===== src/design/rx_status_defines.vh =====
`ifndef RX_STATUS_DEFINES_VH
`define RX_STATUS_DEFINES_VH
`define OFF_RX_DATA        12'h000
`define OFF_LINE_SETUP     12'h00C
`define OFF_QUEUE_SETUP    12'h008
`define OFF_RX_LINE_FLAGS  12'h014
`define OFF_IRQ_STATUS     12'h020
`define OFF_IRQ_MASK       12'h024
`define OFF_BAUD_DIV       12'h028
`define BIT_DATA_READY     0
`define BIT_OVERRUN        1
`define BIT_PARITY_ERR     2
`define BIT_STOP_FAULT     3
`define BIT_BREAK          4
`define BIT_PARITY_EN      3
`define BIT_EVEN_SEL       4
`define BIT_QUEUE_EN       0
`define RST_LINE_SETUP     8'h03
`define RST_BAUD_DIV       16'h0005
`define QUEUE_DEPTH        16
`define QUEUE_AW           4
`define OVS                16
`endif


===== src/design/rx_bit_tick.v =====
`timescale 1ns/1ps
`include "rx_status_defines.vh"
// oversampling tick, one pulse every div+1 cycles
module rx_bit_tick (
  input  wire        pclk,
  input  wire        presetn,
  input  wire [15:0] div,
  output reg         tick
);
  reg [15:0] cnt_q;
  always @(posedge pclk or negedge presetn) begin
    if (!presetn) begin
      cnt_q <= 16'h0000;
      tick  <= 1'b0;
    end else if (cnt_q >= div) begin
      cnt_q <= 16'h0000;
      tick  <= 1'b1;
    end else begin
      cnt_q <= cnt_q + 16'h0001;
      tick  <= 1'b0;
    end
  end
endmodule // rx_bit_tick


===== src/design/rx_queue.v =====
`timescale 1ns/1ps
`include "rx_status_defines.vh"
// receive queue: 8 data bits plus break, stop fault and parity tags
module rx_queue (
  input  wire        pclk,
  input  wire        presetn,
  input  wire        flush,
  input  wire        push,
  input  wire [10:0] wdata,
  input  wire        pop,
  output wire [10:0] head,
  output wire        full,
  output wire        empty
);
  reg [10:0]          mem [0:`QUEUE_DEPTH-1];
  reg [`QUEUE_AW:0]   wp_q;
  reg [`QUEUE_AW:0]   rp_q;
  assign empty = (wp_q == rp_q);
  assign full  = (wp_q[`QUEUE_AW] != rp_q[`QUEUE_AW]) &&
                 (wp_q[`QUEUE_AW-1:0] == rp_q[`QUEUE_AW-1:0]);
  assign head  = mem[rp_q[`QUEUE_AW-1:0]];
  always @(posedge pclk) begin
    if (push && !full)
      mem[wp_q[`QUEUE_AW-1:0]] <= wdata;
  end
  always @(posedge pclk or negedge presetn) begin
    if (!presetn) begin
      wp_q <= {(`QUEUE_AW+1){1'b0}};
      rp_q <= {(`QUEUE_AW+1){1'b0}};
    end else if (flush) begin
      wp_q <= {(`QUEUE_AW+1){1'b0}};
      rp_q <= {(`QUEUE_AW+1){1'b0}};
    end else begin
      if (push && !full)
        wp_q <= wp_q + 1'b1;
      if (pop && !empty)
        rp_q <= rp_q + 1'b1;
    end
  end
endmodule // rx_queue


===== src/design/uart_rx_line_status_flags.v =====
// The register addresses and the APB slave port are this design's own decisions.
`timescale 1ns/1ps
`include "rx_status_defines.vh"
module uart_rx_line_status_flags (
  input  wire        pclk,
  input  wire        presetn,
  input  wire        psel,
  input  wire        penable,
  input  wire        pwrite,
  input  wire [11:0] paddr,
  input  wire [31:0] pwdata,
  output reg  [31:0] prdata,
  output reg         pready,
  output reg         pslverr,
  input  wire        serial_in,
  input  wire        infrared_select,
  output reg         irq
);
  localparam ST_IDLE  = 3'd0;
  localparam ST_START = 3'd1;
  localparam ST_DATA  = 3'd2;
  localparam ST_PAR   = 3'd3;
  localparam ST_STOP  = 3'd4;
  localparam ST_BRK   = 3'd5;

  reg  [7:0]  line_setup_reg_q;
  reg         queue_en_q;
  reg  [15:0] baud_div_q;
  reg  [4:0]  irq_mask_q;
  reg  [4:0]  irq_stat_q;
  reg  [4:1]  flags_q;
  reg  [7:0]  hold_q;
  reg  [2:0]  hold_tag_q;
  reg         hold_full_q;
  reg         head_shown_q;
  reg  [2:0]  st_q;
  reg  [3:0]  ovs_q;
  reg  [2:0]  bit_q;
  reg  [7:0]  shift_q;
  reg         par_bad_q;
  reg         all_zero_q;
  reg  [10:0] cnt_low_q;

  wire        tick;
  wire        wr_en   = psel && penable && pwrite && !pready;
  wire        rd_en   = psel && penable && !pwrite && !pready;
  wire        rd_flag = rd_en && (paddr == `OFF_RX_LINE_FLAGS);
  wire        rd_data = rd_en && (paddr == `OFF_RX_DATA);
  wire        parity_en = line_setup_reg_q[`BIT_PARITY_EN];
  wire        even_sel  = line_setup_reg_q[`BIT_EVEN_SEL];
  wire [1:0]  wlen      = line_setup_reg_q[1:0];
  wire [2:0]  last_bit  = {1'b1, wlen};
  wire        q_full;
  wire        q_empty;
  wire [10:0] q_head;
  wire [10:0] char_bits = {6'd0, last_bit} + 11'd3 + {10'd0, parity_en};
  wire [10:0] char_ticks = {char_bits[6:0], 4'h0};

  reg         done;
  reg  [2:0]  done_tag;
  reg         q_push;
  reg         q_pop;

  rx_bit_tick u_tick (
    .pclk    (pclk),
    .presetn (presetn),
    .div     (baud_div_q),
    .tick    (tick)
  );

  rx_queue u_queue (
    .pclk    (pclk),
    .presetn (presetn),
    .flush   (!queue_en_q),
    .push    (q_push),
    .wdata   ({done_tag, shift_q}),
    .pop     (q_pop),
    .head    (q_head),
    .full    (q_full),
    .empty   (q_empty)
  );

  // receiver; break counts ticks of continuous low on the line
  always @(posedge pclk or negedge presetn) begin
    if (!presetn) begin
      st_q       <= ST_IDLE;
      ovs_q      <= 4'h0;
      bit_q      <= 3'd0;
      shift_q    <= 8'h00;
      par_bad_q  <= 1'b0;
      all_zero_q <= 1'b0;
      cnt_low_q  <= 11'd0;
      done       <= 1'b0;
      done_tag   <= 3'd0;
    end else begin
      done <= 1'b0;
      if (tick) begin
        if (serial_in)
          cnt_low_q <= 11'd0;
        else if (cnt_low_q != 11'h7FF)
          cnt_low_q <= cnt_low_q + 11'd1;
        ovs_q <= ovs_q + 4'h1;
        case (st_q)
          ST_IDLE: begin
            ovs_q <= 4'h0;
            if (!serial_in)
              st_q <= ST_START;
          end
          ST_START: begin
            if (ovs_q == 4'd7) begin
              ovs_q      <= 4'h0;
              bit_q      <= 3'd0;
              par_bad_q  <= !even_sel; // seeded so a good parity bit leaves zero
              all_zero_q <= 1'b1;
              shift_q    <= 8'h00;
              st_q       <= serial_in ? ST_IDLE : ST_DATA;
            end
          end
          ST_DATA: begin
            if (ovs_q == 4'hF) begin
              shift_q[bit_q] <= serial_in;
              par_bad_q      <= par_bad_q ^ serial_in;
              all_zero_q     <= all_zero_q & !serial_in;
              bit_q          <= bit_q + 3'd1;
              if (bit_q == last_bit)
                st_q <= parity_en ? ST_PAR : ST_STOP;
            end
          end
          ST_PAR: begin
            if (ovs_q == 4'hF) begin
              par_bad_q  <= par_bad_q ^ serial_in;
              all_zero_q <= all_zero_q & !serial_in;
              st_q       <= ST_STOP;
            end
          end
          ST_STOP: begin
            if (ovs_q == 4'hF) begin
              if (serial_in) begin
                done     <= 1'b1;
                done_tag <= {1'b0, 1'b0, parity_en & par_bad_q};
                st_q     <= ST_IDLE;
              end else if (all_zero_q && !infrared_select) begin
                st_q <= ST_BRK;
              end else begin
                done     <= 1'b1;
                done_tag <= {1'b0, 1'b1, parity_en & par_bad_q};
                ovs_q    <= 4'h7; // already mid start bit, validate on next tick
                st_q     <= ST_START;
              end
            end
          end
          ST_BRK: begin
            // one all-zero character per break, emitted once line is low past a character
            if (cnt_low_q == char_ticks) begin
              done     <= 1'b1;
              done_tag <= {1'b1, 1'b1, parity_en & !even_sel};
            end
            if (serial_in) begin
              st_q <= ST_IDLE;
              // released before a full character: plain all-zero character with stop fault
              if (cnt_low_q < char_ticks) begin
                done     <= 1'b1;
                done_tag <= {1'b0, 1'b1, parity_en & par_bad_q};
              end
            end
          end
          default: st_q <= ST_IDLE;
        endcase
      end
    end
  end

  // q_pop on data read; head flags latch when a new entry reaches the head
  always @* begin
    q_push = done && queue_en_q;
    q_pop  = rd_data && queue_en_q && !q_empty;
  end

  wire        data_ready = queue_en_q ? !q_empty : hold_full_q;
  wire        ovr_ev     = done && (queue_en_q ? q_full : hold_full_q);
  wire [2:0]  head_tag   = q_head[10:8];
  wire        head_ev    = queue_en_q && !q_empty && !head_shown_q;
  wire [2:0]  ev_tags    = head_ev ? head_tag : (!queue_en_q && done) ? done_tag : 3'd0;
  wire [4:0]  events     = {ev_tags, ovr_ev, data_ready};

  always @(posedge pclk or negedge presetn) begin
    if (!presetn) begin
      line_setup_reg_q <= `RST_LINE_SETUP;
      queue_en_q       <= 1'b0;
      baud_div_q       <= `RST_BAUD_DIV;
      irq_mask_q       <= 5'h00;
      irq_stat_q       <= 5'h00;
      flags_q          <= 4'h0;
      hold_q           <= 8'h00;
      hold_tag_q       <= 3'd0;
      hold_full_q      <= 1'b0;
      head_shown_q     <= 1'b0;
      prdata           <= 32'h0000_0000;
      pready           <= 1'b0;
      pslverr          <= 1'b0;
      irq              <= 1'b0;
    end else begin
      pready  <= psel && penable && !pready;
      pslverr <= 1'b0;
      if (q_pop || !queue_en_q || q_empty)
        head_shown_q <= 1'b0;
      else if (head_ev)
        head_shown_q <= 1'b1;
      if (!queue_en_q && done) begin
        hold_q      <= shift_q;
        hold_tag_q  <= done_tag;
        hold_full_q <= 1'b1;
      end else if (rd_data && !queue_en_q) begin
        hold_full_q <= 1'b0;
      end
      // set wins over the read clear
      flags_q <= (rd_flag ? 4'h0 : flags_q) | events[4:1];
      irq_stat_q <= irq_stat_q | events;
      if (wr_en) begin
        case (paddr)
          `OFF_LINE_SETUP:  line_setup_reg_q <= pwdata[7:0];
          `OFF_QUEUE_SETUP: queue_en_q       <= pwdata[`BIT_QUEUE_EN];
          `OFF_BAUD_DIV:    baud_div_q       <= pwdata[15:0];
          `OFF_IRQ_MASK:    irq_mask_q       <= pwdata[4:0];
          `OFF_IRQ_STATUS:  irq_stat_q       <= (irq_stat_q & ~pwdata[4:0]) | events;
          `OFF_RX_DATA:     ;
          `OFF_RX_LINE_FLAGS: ;
          default:          pslverr          <= 1'b1;
        endcase
      end
      if (rd_en) begin
        case (paddr)
          `OFF_RX_DATA:       prdata <= {24'h0, queue_en_q ? q_head[7:0] : hold_q};
          `OFF_LINE_SETUP:    prdata <= {24'h0, line_setup_reg_q};
          `OFF_QUEUE_SETUP:   prdata <= {31'h0, queue_en_q};
          `OFF_BAUD_DIV:      prdata <= {16'h0, baud_div_q};
          `OFF_IRQ_MASK:      prdata <= {27'h0, irq_mask_q};
          `OFF_IRQ_STATUS:    prdata <= {27'h0, irq_stat_q};
          `OFF_RX_LINE_FLAGS: prdata <= {27'h0, flags_q, data_ready};
          default: begin
            prdata  <= 32'h0000_0000;
            pslverr <= 1'b1;
          end
        endcase
      end
      irq <= |(irq_stat_q & irq_mask_q);
    end
  end
endmodule // uart_rx_line_status_flags


===== config.mk =====
export PLATFORM = sky130hd
export DESIGN_NAME = uart_rx_line_status_flags
export DESIGN_NICKNAME = d
export VERILOG_FILES = /design/src/design/rx_bit_tick.v /design/src/design/rx_queue.v /design/src/design/uart_rx_line_status_flags.v
export VERILOG_INCLUDE_DIRS = /design/src /design/src/design
export SDC_FILE = /design/constraint.sdc
export NUM_CORES = 1
export LEC_CHECK = 0
export BUFFER_PORTS_ARGS = -buffer_cell sky130_fd_sc_hd__buf_2
export CORE_MARGIN = 2
export CORE_UTILIZATION = 25
export CTS_CLUSTER_DIAMETER = 150
export DETAILED_ROUTE_END_ITERATION = 12
export PLACE_DENSITY = 0.48
export SYNTH_ARGS = -nofsm -noshare
export SYNTH_HDL_FRONTEND = slang
export SYNTH_SLANG_ARGS = --single-unit
export TNS_END_PERCENT = 50

===== constraint.sdc =====
create_clock -name pclk -period 2.9 [get_ports pclk]
set_input_delay 0.58 -clock pclk [delete_from_list [all_inputs] [get_ports pclk]]
set_output_delay 0.58 -clock pclk [all_outputs]
set_load 0.02 [all_outputs]

==> metrics.md, run 1 <==
| Metric | Value |
|---|---|
| Worst-skew pair later-pin latency | between 500 and 600 ps |
| DRC | 0 |
| Detailed Routing Iterations Pass 1 | 4 |
| CTS tree | done |
| Synth Register Bits | just over 300 |
| Gate power share | 6.2% |
| Internal power | ~7.8 mW |
| CTS HTree Levels | 2 |
| YS warnings | 0 |
| Seq/Total Area, Yosys | between 60 and 70% |
| Power share of the sequential group | ~50% |
| RSZ-0062 raised after global routing | false |
| Dominant synthesized flop cell | edfxtp_1 |
| Worst VDD drop | 0.000342 V |
| Finished Cell Area | around 16000 um^2 |
| Root buffer cell | clkbuf_16 |
| Clock-pin slew on the worst setup and hold paths | roughly 60 ps |
| Actual slew at the worst max-slew pin | around 800 ps |
| Syn Inst Count | around 1000 |
| Critical path fanouts, max | 12 |
| Switching power share of the total | between 20% and 30% |
| Hold-fix buffers, CTS | 0 |
| Post-Syn Area | between 10000 and 15000 um^2 |
| Slew headroom | 46.7% |
| Dpl hpwl | between 20000 and 25000 um |
| Status | completed |
| Final Hold Violating Endpoints | 0 |
| Die width | between 200 and 250 um |
| Cts bufs inserted | 36 |
| Max clock buf depth | 3 |
| Net count, final | 1189 |
| Inserted Diodes | 0 |
| Min-Delay Path Class | in -> async |
| First-pass GRT wire length | around 53000 um |
| IO buf count | between 50 and 60 |
| # resized after CTS | 0 |
| Detailed Route WL | about 34000 um |
| Gr ovfl total | 0 |
| Max Cap Viol | 0 |
| Syn avg cell area | roughly 14 um^2 |
| GPL Wtd Cong | between 0.7 and 0.8 |
| IO Pins | 86 |
| NetSw | roughly 2.5 mW |
| Initial antenna violation count | 1 |
| Crit path kind | reg -> reg |
| Arrival time at the worst endpoint | ~2700 ps |
| Site Rows | 86 |
| Final worst path period need | 2510 ps |
| Layout cells sized above 1 | 21.8% |
| Die ar. | around 58000 um^2 |
| Worst R2R Path Depth | 5 |
| Vias in the first global route | about 8700 |
| Setup bufs post-CTS | 0 |
| CP startpoint kind | flop |
| Crit path required time | 3040 ps |
| EDFF count, synth | roughly 180 |
| CTS sink count | slightly above 300 |
| Leakage power | slightly below 6 nW |
| Ys async rst share | a little over two fifths |
| Setup Skew | between 15 and 20 ps |
| DP Area | ~15000 um^2 |
| Tcrit/Tclk final | 86.5% |
| Clock share of power | between 40% and 50% |
| Die Y | 240 um |
| Final setup fails | 0 |
| Area grow syn2layout | 17.7% |
| Initial Utilization | roughly a quarter |
| Largest net degree at the start of global routing | between 60 and 70 |
| Max Fclk | between 300 and 400 MHz |
| Core area | 55100 um^2 |
| Power per standard cell area | between 600 and 700 nW/um^2 |
| Sum Neg Setup Slack | 0 ps |
| WL/cell | between 15 and 20 um |
| Fill cell count | 5612 |
| Initial DRC count | between 500 and 600 |
| GRT Util Overall | 11.9% |
| DRT antenna net count | 0 |
| Critical path endpoint category | flop |
| Cell variety after synth | 66 |
| Max Slew Vio Count | 0 |
| Mean number of vias per cell | around 4.5 |
| Routed vias | between 8000 and 9000 |
area by class of cell:
| cell class | count | area, um^2 | area share [%] |
|---|---|---|---|
| Sequential cell | 306 | 8550 | 52.1 |
| Multi-Input combinational cell | 616 | 4950 | 30.2 |
| Clock buffer | 48 | 1020 | 6.20 |
| Tap cell | 748 | 936 | 5.70 |
| Timing Repair Buffer | 96 | 619 | 3.77 |
| Inverter | 50 | 188 | 1.14 |
| Clock inverter | 17 | 155 | 0.945 |
path summary, 6_finish.rpt:
| path | start | endpoint | slack (ps) |
|---|---|---|---|
| max | u_queue.rp_q[2] | u_queue.mem[15][2] | 390 |
| min | presetn | baud_div_q[1] | 70 |
| max reg2reg | u_queue.rp_q[2] | u_queue.mem[15][2] | 390 |
| min reg2reg | flags_q[3] | flags_q[3] | 490 |
| max in group asynchronous | presetn | line_setup_reg_q[0] | 2120 |
| min in group pclk | pwdata[15] | baud_div_q[15] | 300 |
per-stage QoR:
stage	power (mW)	instances	hold WS (ps)	worst slack, ps	util [%]
2_1_floorplan	5.61	1035	284	462	-
6_report	10.2	1881	67.5	393	29.8
3_3_place_gp	5.87	1816	463	253	27.7
3_5_place_dp	5.89	1816	473	195	27.7
5_1_grt	10.7	1881	94.3	203	29.8
4_1_cts	10.4	1881	60.4	351	29.8
power groups by stage:
stage / registers, mW / logic, mW / clock network, mW
6_report: 5.15 / 0.637 / 4.46
3_3_place_gp: 5.24 / 0.632 / 0
5_1_grt: 5.20 / 0.736 / 4.77
2_1_floorplan: 5.07 / 0.542 / 0
4_1_cts: 5.16 / 0.645 / 4.58
3_5_place_dp: 5.25 / 0.641 / 0
logic make-up after synthesis:
kind of cell | Yosys count | share of synthesized area [%]
xor gates and xnor gates | 27 | 1.70
DFF | 306 | 61.2
other | 1 | 0.0269
and+or+nand+nor | 250 | 9.47
buffers and inverters | 113 | 3.63
AOI/OAI and AO/OA | 187 | 9.21
adders and majority gates | 32 | 2.87
muxes | 104 | 11.8
flip-flops by register name (all words and copies together), names as in the netlist, 8 cells and up:
signal	flops
shift_q	8
prdata	16
cnt_low_q	11
hold_q	8
baud_div_q	16
u_tick.cnt_q	16
line_setup_reg_q	8
u_queue.mem	176
cell usage in the layout (no fill, tap or decap), types with 14 or more instances in the layout:
cell type,n
o21ai_0,35
buf_2,52
edfxtp_1,176
and2_1,23
clkbuf_16,38
conb_1,16
nor3_1,20
a22o_1,22
xnor2_1,15
dfrtp_1,124
mux2_2,38
and4_1,14
ha_1,32
mux2i_1,21
nand4_1,14
nand2_1,54
nand3_1,19
mux4_2,45
nor2b_1,21
buf_4,41
nor2_1,50
inv_1,49
a21oi_1,37
Yosys cell counts (14+ instances only):
library cell	number	area, um^2
a21oi_1	37	185
a22o_1	22	193
and2_1	23	144
and4_1	14	123
buf_4	16	120
clkbuf_1	32	120
dfrtp_1	126	3150
edfxtp_1	176	5290
ha_1	32	400
inv_1	49	184
mux2_2	38	428
mux2i_1	21	210
mux4_2	45	1010
nand2_1	54	203
nand3_1	19	95.1
nand4_1	14	87.6
nor2_1	50	188
nor2b_1	21	131
nor3_1	20	100
o21ai_0	35	175
xnor2_1	15	131
per-layer routing:
metal | GRT usage, % | wire length, um | up-vias
met4 | 3.52 | 586 | 2
li1 | - | - | 4015
met3 | 1.91 | 929 | 36
met5 | 0 | 16 | -
met1 | 16.4 | 16000 | 4358
met2 | 19.1 | 16100 | 103
critical path: stages, from the launching register on:
cell and delay, ps:
dfrtp_1 680, xnor2_1 120, nand4_1 190, o21a_1 210, and4_1 250, and2_1 660
(Power assumes the default switching activity.)
==> run 2: changes to the inputs <==
--- a/config.mk
+++ b/config.mk
@@ -11,7 +11,8 @@
 export CORE_UTILIZATION = 25
 export CTS_CLUSTER_DIAMETER = 150
 export DETAILED_ROUTE_END_ITERATION = 12
-export PLACE_DENSITY = 0.48
+export RECOVER_POWER = 100
+export SLEW_MARGIN = 20
 export SYNTH_ARGS = -nofsm -noshare
 export SYNTH_HDL_FRONTEND = slang
 export SYNTH_SLANG_ARGS = --single-unit
==> metrics.md, run 2 (synthesis results as in run 1) <==
| Metric | Value |
|---|---|
| Arrival time at the worst endpoint | 2720 ps (was 2650 ps) |
| Crit-path leading delay family | simple AND/OR/NAND/NOR gates (unchanged) |
| Layout cells sized above 1 | 18.4% (was 21.8%) |
| RSZ-0062 raised after global routing | false (unchanged) |
| CTS sink count | 306 (unchanged) |
| CP startpoint kind | flop (unchanged) |
| DRC | 0 (unchanged) |
| Internal power | 7.78 mW (was 7.77 mW) |
| Power share of the sequential group | 50.7% (was 50.3%) |
| Actual slew at the worst max-slew pin | 1700 ps (was 800 ps) |
| # resized after CTS | 0 (unchanged) |
| Mean number of vias per cell | 4.64 (was 4.53) |
| Detailed Route WL | 32200 um (was 33700 um) |
| Routed vias | 8729 (was 8514) |
| Status | finished, violations left (was completed) |
| Core area | 55100 um^2 (unchanged) |
| Die ar. | 57700 um^2 (unchanged) |
| Clock-pin slew on the worst setup and hold paths | 60 ps (about the same) |
| Initial DRC count | 653 (was 538) |
| IO buf count | 53 (unchanged) |
| CTS HTree Levels | 2 (unchanged) |
| Critical path endpoint category | flop (unchanged) |
| Max Slew Vio Count | 63 (was 0) |
| Final Hold Violating Endpoints | 0 (unchanged) |
| Commonest non-fill, non-tap cell in the layout | edfxtp_1 (unchanged) |
| Clock share of power | 43.0% (was 43.5%) |
| Slew headroom | -13.1% (was 46.7%) |
| Setup WS post-layout | 344 ps (was 393 ps) |
| Leakage power | 5.81 nW (was 5.97 nW) |
| Final worst path period need | 2560 ps (was 2510 ps) |
| Detailed Routing Iterations Pass 1 | 5 (was 4) |
| Final setup fails | 0 (unchanged) |
| Gate power share | 6.3% (was 6.2%) |
| Tcrit/Tclk final | 88.1% (was 86.5%) |
| Initial antenna violation count | 1 (unchanged) |
| First-pass GRT wire length | 50300 um (was 52500 um) |
| Power per standard cell area | 624 nW/um^2 (about the same) |
| Root buffer cell | clkbuf_16 (unchanged) |
| Cts bufs inserted | 36 (unchanged) |
| Hold-fix buffers, CTS | 0 (unchanged) |
| IO Pins | 86 (unchanged) |
| Sum Neg Setup Slack | 0 ps (unchanged) |
| Max clock buf depth | 3 (unchanged) |
| Initial Utilization | 25.3% (unchanged) |
| Failing checks | max-capacitance violations, max-slew violations |
| Net count, final | 1189 (unchanged) |
| CTS tree | done (unchanged) |
| Setup Skew | 23.6 ps (was 19.3 ps) |
| Worst path cell trace | xnor2_1, nand4_1, o21a_1, nand2_1, nor3_1, and2_0, clkbuf_2 (was xnor2_1, nand4_1, o21a_1, and4_1, and2_1) |
| Die Y | 240 um (unchanged) |
| Area grow syn2layout | 16.9% (was 17.7%) |
| Largest net degree at the start of global routing | 64 (unchanged) |
| Largest register FFs | 176 (unchanged) |
| Fill cell count | 5545 (was 5612) |
| GPL Wtd Cong | 0.800 (was 0.770) |
| Switching power share of the total | 23.5% (was 24.2%) |
| Setup bufs post-CTS | 0 (unchanged) |
| Dpl hpwl | 22000 um (was 22900 um) |
| Setup WS pre-CTS | 347 ps (was 195 ps) |
| Most frequent cells in the layout | edfxtp_1 (176), dfrtp_1 (124), nand2_1 (54), nor2_1 (50), inv_1 (49) (was edfxtp_1 (176), dfrtp_1 (124), nand2_1 (54), buf_2 (52), nor2_1 (50)) |
| Gr ovfl total | 0 (unchanged) |
| Site Rows | 86 (unchanged) |
| Inserted Diodes | 0 (unchanged) |
| NetSw | 2.40 mW (was 2.48 mW) |
| Die width | 240 um (unchanged) |
| GRT Util Overall | 11.2% (was 11.9%) |
| Critical path fanouts, max | 13 (was 12) |
| Worst VDD drop | 0.000346 V (was 0.000342 V) |
| Buf/Inv on CP | 1 (was 0) |
| Worst-skew pair later-pin latency | 520 ps (was 530 ps) |
| WL/cell | 17.1 um (was 17.9 um) |
| Worst path slowest cell | dfrtp_4 (was dfrtp_1) |
| DRT antenna net count | 0 (unchanged) |
| Max stage delay on crit path | 600 ps (was 680 ps) |
| Vias in the first global route | 8719 (was 8735) |
| Crit path kind | reg -> reg (unchanged) |
| Max Cap Viol | 1 (was 0) |
| Crit path required time | 3060 ps (was 3040 ps) |
| Max Fclk | 391 MHz (was 399 MHz) |
| Min-Delay Path Class | in -> reg (was in -> async) |
-- run 2: cell count changes in the layout (fill, tap and decap cells not counted), sizes merged --
cell      before  now
buf           96   61
bufinv         2    3
clkbuf        48   89
clkinv        13    7
clkinvlp       2    0
inv           50   51
-- run 2: through the flow --
| step | total power, mW | instance area, um^2 | cells | hold WS, ps | util, % |
|---|---|---|---|---|---|
| final | 10.2 | 16300 | 1881 | 288 | 29.6 |
| after global routing | 10.5 | 16300 | 1881 | 277 | 29.6 |
| after CTS | 10.3 | 16400 | 1881 | 70.4 | 29.7 |
| after detailed placement | 5.88 | 15200 | 1816 | 472 | 27.7 |
| after global placement | 5.84 | 15200 | 1816 | 470 | 27.7 |
| after floorplan | 5.61 | 14000 | 1035 | 284 | - |
-- run 2: path summary, 6_finish.rpt --
check                           depth (start not counted)             from           endpoint  slack, ps
worst min-delay path                                    2       pwdata[13]     baud_div_q[13]        290
min in group asynchronous                               1          presetn         prdata[11]        500
worst max register to register                          7  u_queue.rp_q[0]  u_queue.mem[3][1]        340
max in group asynchronous                               2          presetn    u_tick.cnt_q[5]       1030
worst min register to register                          2       flags_q[3]         flags_q[3]        490
worst max-delay path                                    7  u_queue.rp_q[0]  u_queue.mem[3][1]        340
-- run 2: cell type report --
type | instances | area [um^2] | share of cell area [%]
Multi-Input combinational cell | 616 | 4950 | 30.3
Timing Repair Buffer | 96 | 544 | 3.34
Sequential cell | 306 | 8550 | 52.4
Tap cell | 748 | 936 | 5.74
Clock inverter | 11 | 134 | 0.821
Inverter | 50 | 188 | 1.15
Clock buffer | 54 | 1010 | 6.19
-- run 2: power groups by stage --
stage,clock network [mW],logic (mW),registers (mW)
final,4.38,0.641,5.15
after global routing,4.64,0.716,5.19
after CTS,4.47,0.643,5.15
after detailed placement,0,0.637,5.24
after global placement,0,0.620,5.22
after floorplan,0,0.542,5.07
-- run 2: layer usage --
| layer | up-vias | global-route usage [%] | share of wire (%) |
|---|---|---|---|
| met5 | - | 0 | 0.050 |
| met4 | 2 | 3.84 | 2.2 |
| met3 | 48 | 1.61 | 4.1 |
| met2 | 178 | 17.7 | 48 |
| met1 | 4474 | 15.7 | 46 |
| li1 | 4027 | - | - |
==> run 3: changes to the inputs <==
--- a/config.mk
+++ b/config.mk
@@ -6,14 +6,14 @@
 export SDC_FILE = /design/constraint.sdc
 export NUM_CORES = 1
 export LEC_CHECK = 0
-export BUFFER_PORTS_ARGS = -buffer_cell sky130_fd_sc_hd__buf_2
 export CORE_MARGIN = 2
 export CORE_UTILIZATION = 25
 export CTS_CLUSTER_DIAMETER = 150
 export DETAILED_ROUTE_END_ITERATION = 12
+export DONT_BUFFER_PORTS = 1
 export RECOVER_POWER = 100
 export SLEW_MARGIN = 20
 export SYNTH_ARGS = -nofsm -noshare
 export SYNTH_HDL_FRONTEND = slang
 export SYNTH_SLANG_ARGS = --single-unit
-export TNS_END_PERCENT = 50
+export TNS_END_PERCENT = 30
==> metrics.md, run 3 (synthesis results as in run 1) <==
| Metric | Value |
|---|---|
| Vias in the first global route | 8293 (was 8719) |
| DP Area | 14900 um^2 (was 15200 um^2) |
| CP startpoint kind | flop (unchanged) |
| DRT met1 WL | 14500 um (was 14800 um) |
| Min-Delay Path Class | in -> async (was in -> reg) |
| Cell Count Post-Placement | 1756 (was 1816) |
| GRT Util Overall | 11.0% (was 11.2%) |
| Max Slew Vio Count | 0 (was 63) |
| Clock share of power | 43.4% (was 43.0%) |
| Site Rows | 86 (unchanged) |
| Non-Filler Instances | 1818 (was 1881) |
| Die ar. | 57700 um^2 (unchanged) |
| Gr ovfl total | 0 (unchanged) |
| Die Y | 240 um (unchanged) |
| Die width | 240 um (unchanged) |
| Initial DRC count | 471 (was 653) |
| Met3 wire length | 1920 um (was 1330 um) |
| Critical path endpoint category | flop (unchanged) |
| # resized after CTS | 0 (unchanged) |
| Area grow syn2layout | 14.6% (was 16.9%) |
| WL/cell | 17.6 um (was 17.1 um) |
| Power share of the sequential group | 51.2% (was 50.7%) |
| Critical path fanouts, max | 16 (was 13) |
| Slew headroom | 30.0% (was -13.1%) |
| Most frequent cells in the layout | edfxtp_1 (176), dfrtp_1 (124), nand2_1 (54), nor2_1 (50), inv_1 (49) (unchanged) |
| Root buffer cell | clkbuf_16 (unchanged) |
| DRC | 0 (unchanged) |
| Max stage delay on crit path | 620 ps (was 600 ps) |
| Worst path slowest cell | dfrtp_4 (unchanged) |
| Setup Skew | 11.1 ps (was 23.6 ps) |
| Internal power | 7.76 mW (was 7.78 mW) |
| Crit path required time | 3090 ps (was 3060 ps) |
| Inserted Diodes | 0 (unchanged) |
| Tcrit/Tclk final | 93.7% (was 88.1%) |
| Max Cap Viol | 0 (was 1) |
| Met2 routed WL | 15000 um (was 15400 um) |
| Initial antenna violation count | 1 (unchanged) |
| Largest net degree at the start of global routing | 131 (was 64) |
| Routed vias | 8476 (was 8729) |
| Fill cell count | 5585 (was 5545) |
| IO Pins | 86 (unchanged) |
| NetSw | 2.32 mW (was 2.40 mW) |
| Max clock buf depth | 3 (unchanged) |
| Core area | 55100 um^2 (unchanged) |
| Detailed Routing Iterations Pass 1 | 5 (unchanged) |
| Final Hold Violating Endpoints | 130 (was 0) |
| Actual slew at the worst max-slew pin | 1050 ps (was 1700 ps) |
| Dpl hpwl | 21600 um (was 22000 um) |
| Detailed Route WL | 32000 um (was 32200 um) |
| Setup bufs post-CTS | 0 (unchanged) |
| Gate power share | 5.4% (was 6.3%) |
| Net count, final | 1128 (was 1189) |
| Highest routed layer | met5 (unchanged) |
| Mean number of vias per cell | 4.66 (was 4.64) |
| CTS tree | done (unchanged) |
| Crit-path leading delay family | simple AND/OR/NAND/NOR gates (unchanged) |
| Initial Utilization | 25.3% (unchanged) |
| Final worst path period need | 2720 ps (was 2560 ps) |
| Switching power share of the total | 23.0% (was 23.5%) |
| Leakage power | 5.63 nW (was 5.81 nW) |
| Power Total | 10.1 mW (was 10.2 mW) |
| Commonest non-fill, non-tap cell in the layout | edfxtp_1 (unchanged) |
| Worst-skew pair later-pin latency | 500 ps (was 520 ps) |
| GPL Wtd Cong | 0.788 (was 0.800) |
| Setup WS post-layout | 181 ps (was 344 ps) |
| Largest register FFs | 176 (unchanged) |
| Sum Neg Setup Slack | 0 ps (unchanged) |
| First-pass GRT wire length | 49100 um (was 50300 um) |
| CTS sink count | 306 (unchanged) |
| Finished Cell Area | 16000 um^2 (was 16300 um^2) |
| Worst VDD drop | 0.000387 V (was 0.000346 V) |
| Buf/Inv on CP | 1 (unchanged) |
| Setup WS pre-CTS | 273 ps (was 347 ps) |
| Fin util | 29.0% (was 29.6%) |
| CTS HTree Levels | 2 (unchanged) |
| Layout cells sized above 1 | 16.3% (was 18.4%) |
| Final setup fails | 0 (unchanged) |
| Worst path cell trace | xnor2_1, nand4_1, o21a_1, and4_1, and2_0, clkbuf_2 (was xnor2_1, nand4_1, o21a_1, nand2_1, nor3_1, and2_0, clkbuf_2) |
| Crit path kind | reg -> reg (unchanged) |
| Status | finished, violations left (unchanged) |
| Failing checks | negative hold slack (was max-capacitance violations, max-slew violations) |
| Hold WS | -228 ps (was 288 ps) |
| RSZ-0062 raised after global routing | false (unchanged) |
| Clock-pin slew on the worst setup and hold paths | 60 ps (about the same) |
| Cts bufs inserted | 35 (was 36) |
| Power per standard cell area | 631 nW/um^2 (was 624 nW/um^2) |
| Max Fclk | 368 MHz (was 391 MHz) |
| DRT antenna net count | 0 (unchanged) |
| IO buf count | 0 (was 53) |
| Arrival time at the worst endpoint | 2900 ps (was 2720 ps) |
run 3: power groups by stage:
| stage | Sequential (mW) | Clock [mW] | Combinational, mW |
|---|---|---|---|
| after floorplan | 5.07 | 0 | 0.542 |
| after global placement | 5.23 | 0 | 0.529 |
| after detailed placement | 5.25 | 0 | 0.535 |
| after CTS | 5.16 | 4.48 | 0.541 |
| after global routing | 5.20 | 4.63 | 0.614 |
| final | 5.16 | 4.38 | 0.540 |
run 3: final timing paths:
kind / start / end / slack [ps] / cells past startpoint
max in group asynchronous: presetn / line_setup_reg_q[0] / 2880 / 0
min in group pclk: serial_in / cnt_low_q[6] / 170 / 1
min: presetn / baud_div_q[14] / -230 / 0
min reg2reg: flags_q[1] / flags_q[1] / 490 / 1
max: u_queue.rp_q[0] / u_queue.mem[15][7] / 180 / 6
max reg2reg: u_queue.rp_q[0] / u_queue.mem[15][7] / 180 / 6
run 3: layout make-up:
| class | count | area (um^2) | area share, % |
|---|---|---|---|
| Tap cell | 748 | 936 | 5.86 |
| Clock buffer | 50 | 1040 | 6.54 |
| Sequential cell | 306 | 8550 | 53.5 |
| Multi-Input combinational cell | 616 | 4940 | 30.9 |
| Timing Repair Buffer | 36 | 206 | 1.29 |
| Clock inverter | 12 | 116 | 0.728 |
| Inverter | 50 | 188 | 1.17 |
run 3: per-layer routing:
layer,up-vias,global-route usage [%]
met3,49,2.49
met5,-,0
met2,229,17.2
li1,3895,-
met4,2,3.43
met1,4301,15.2
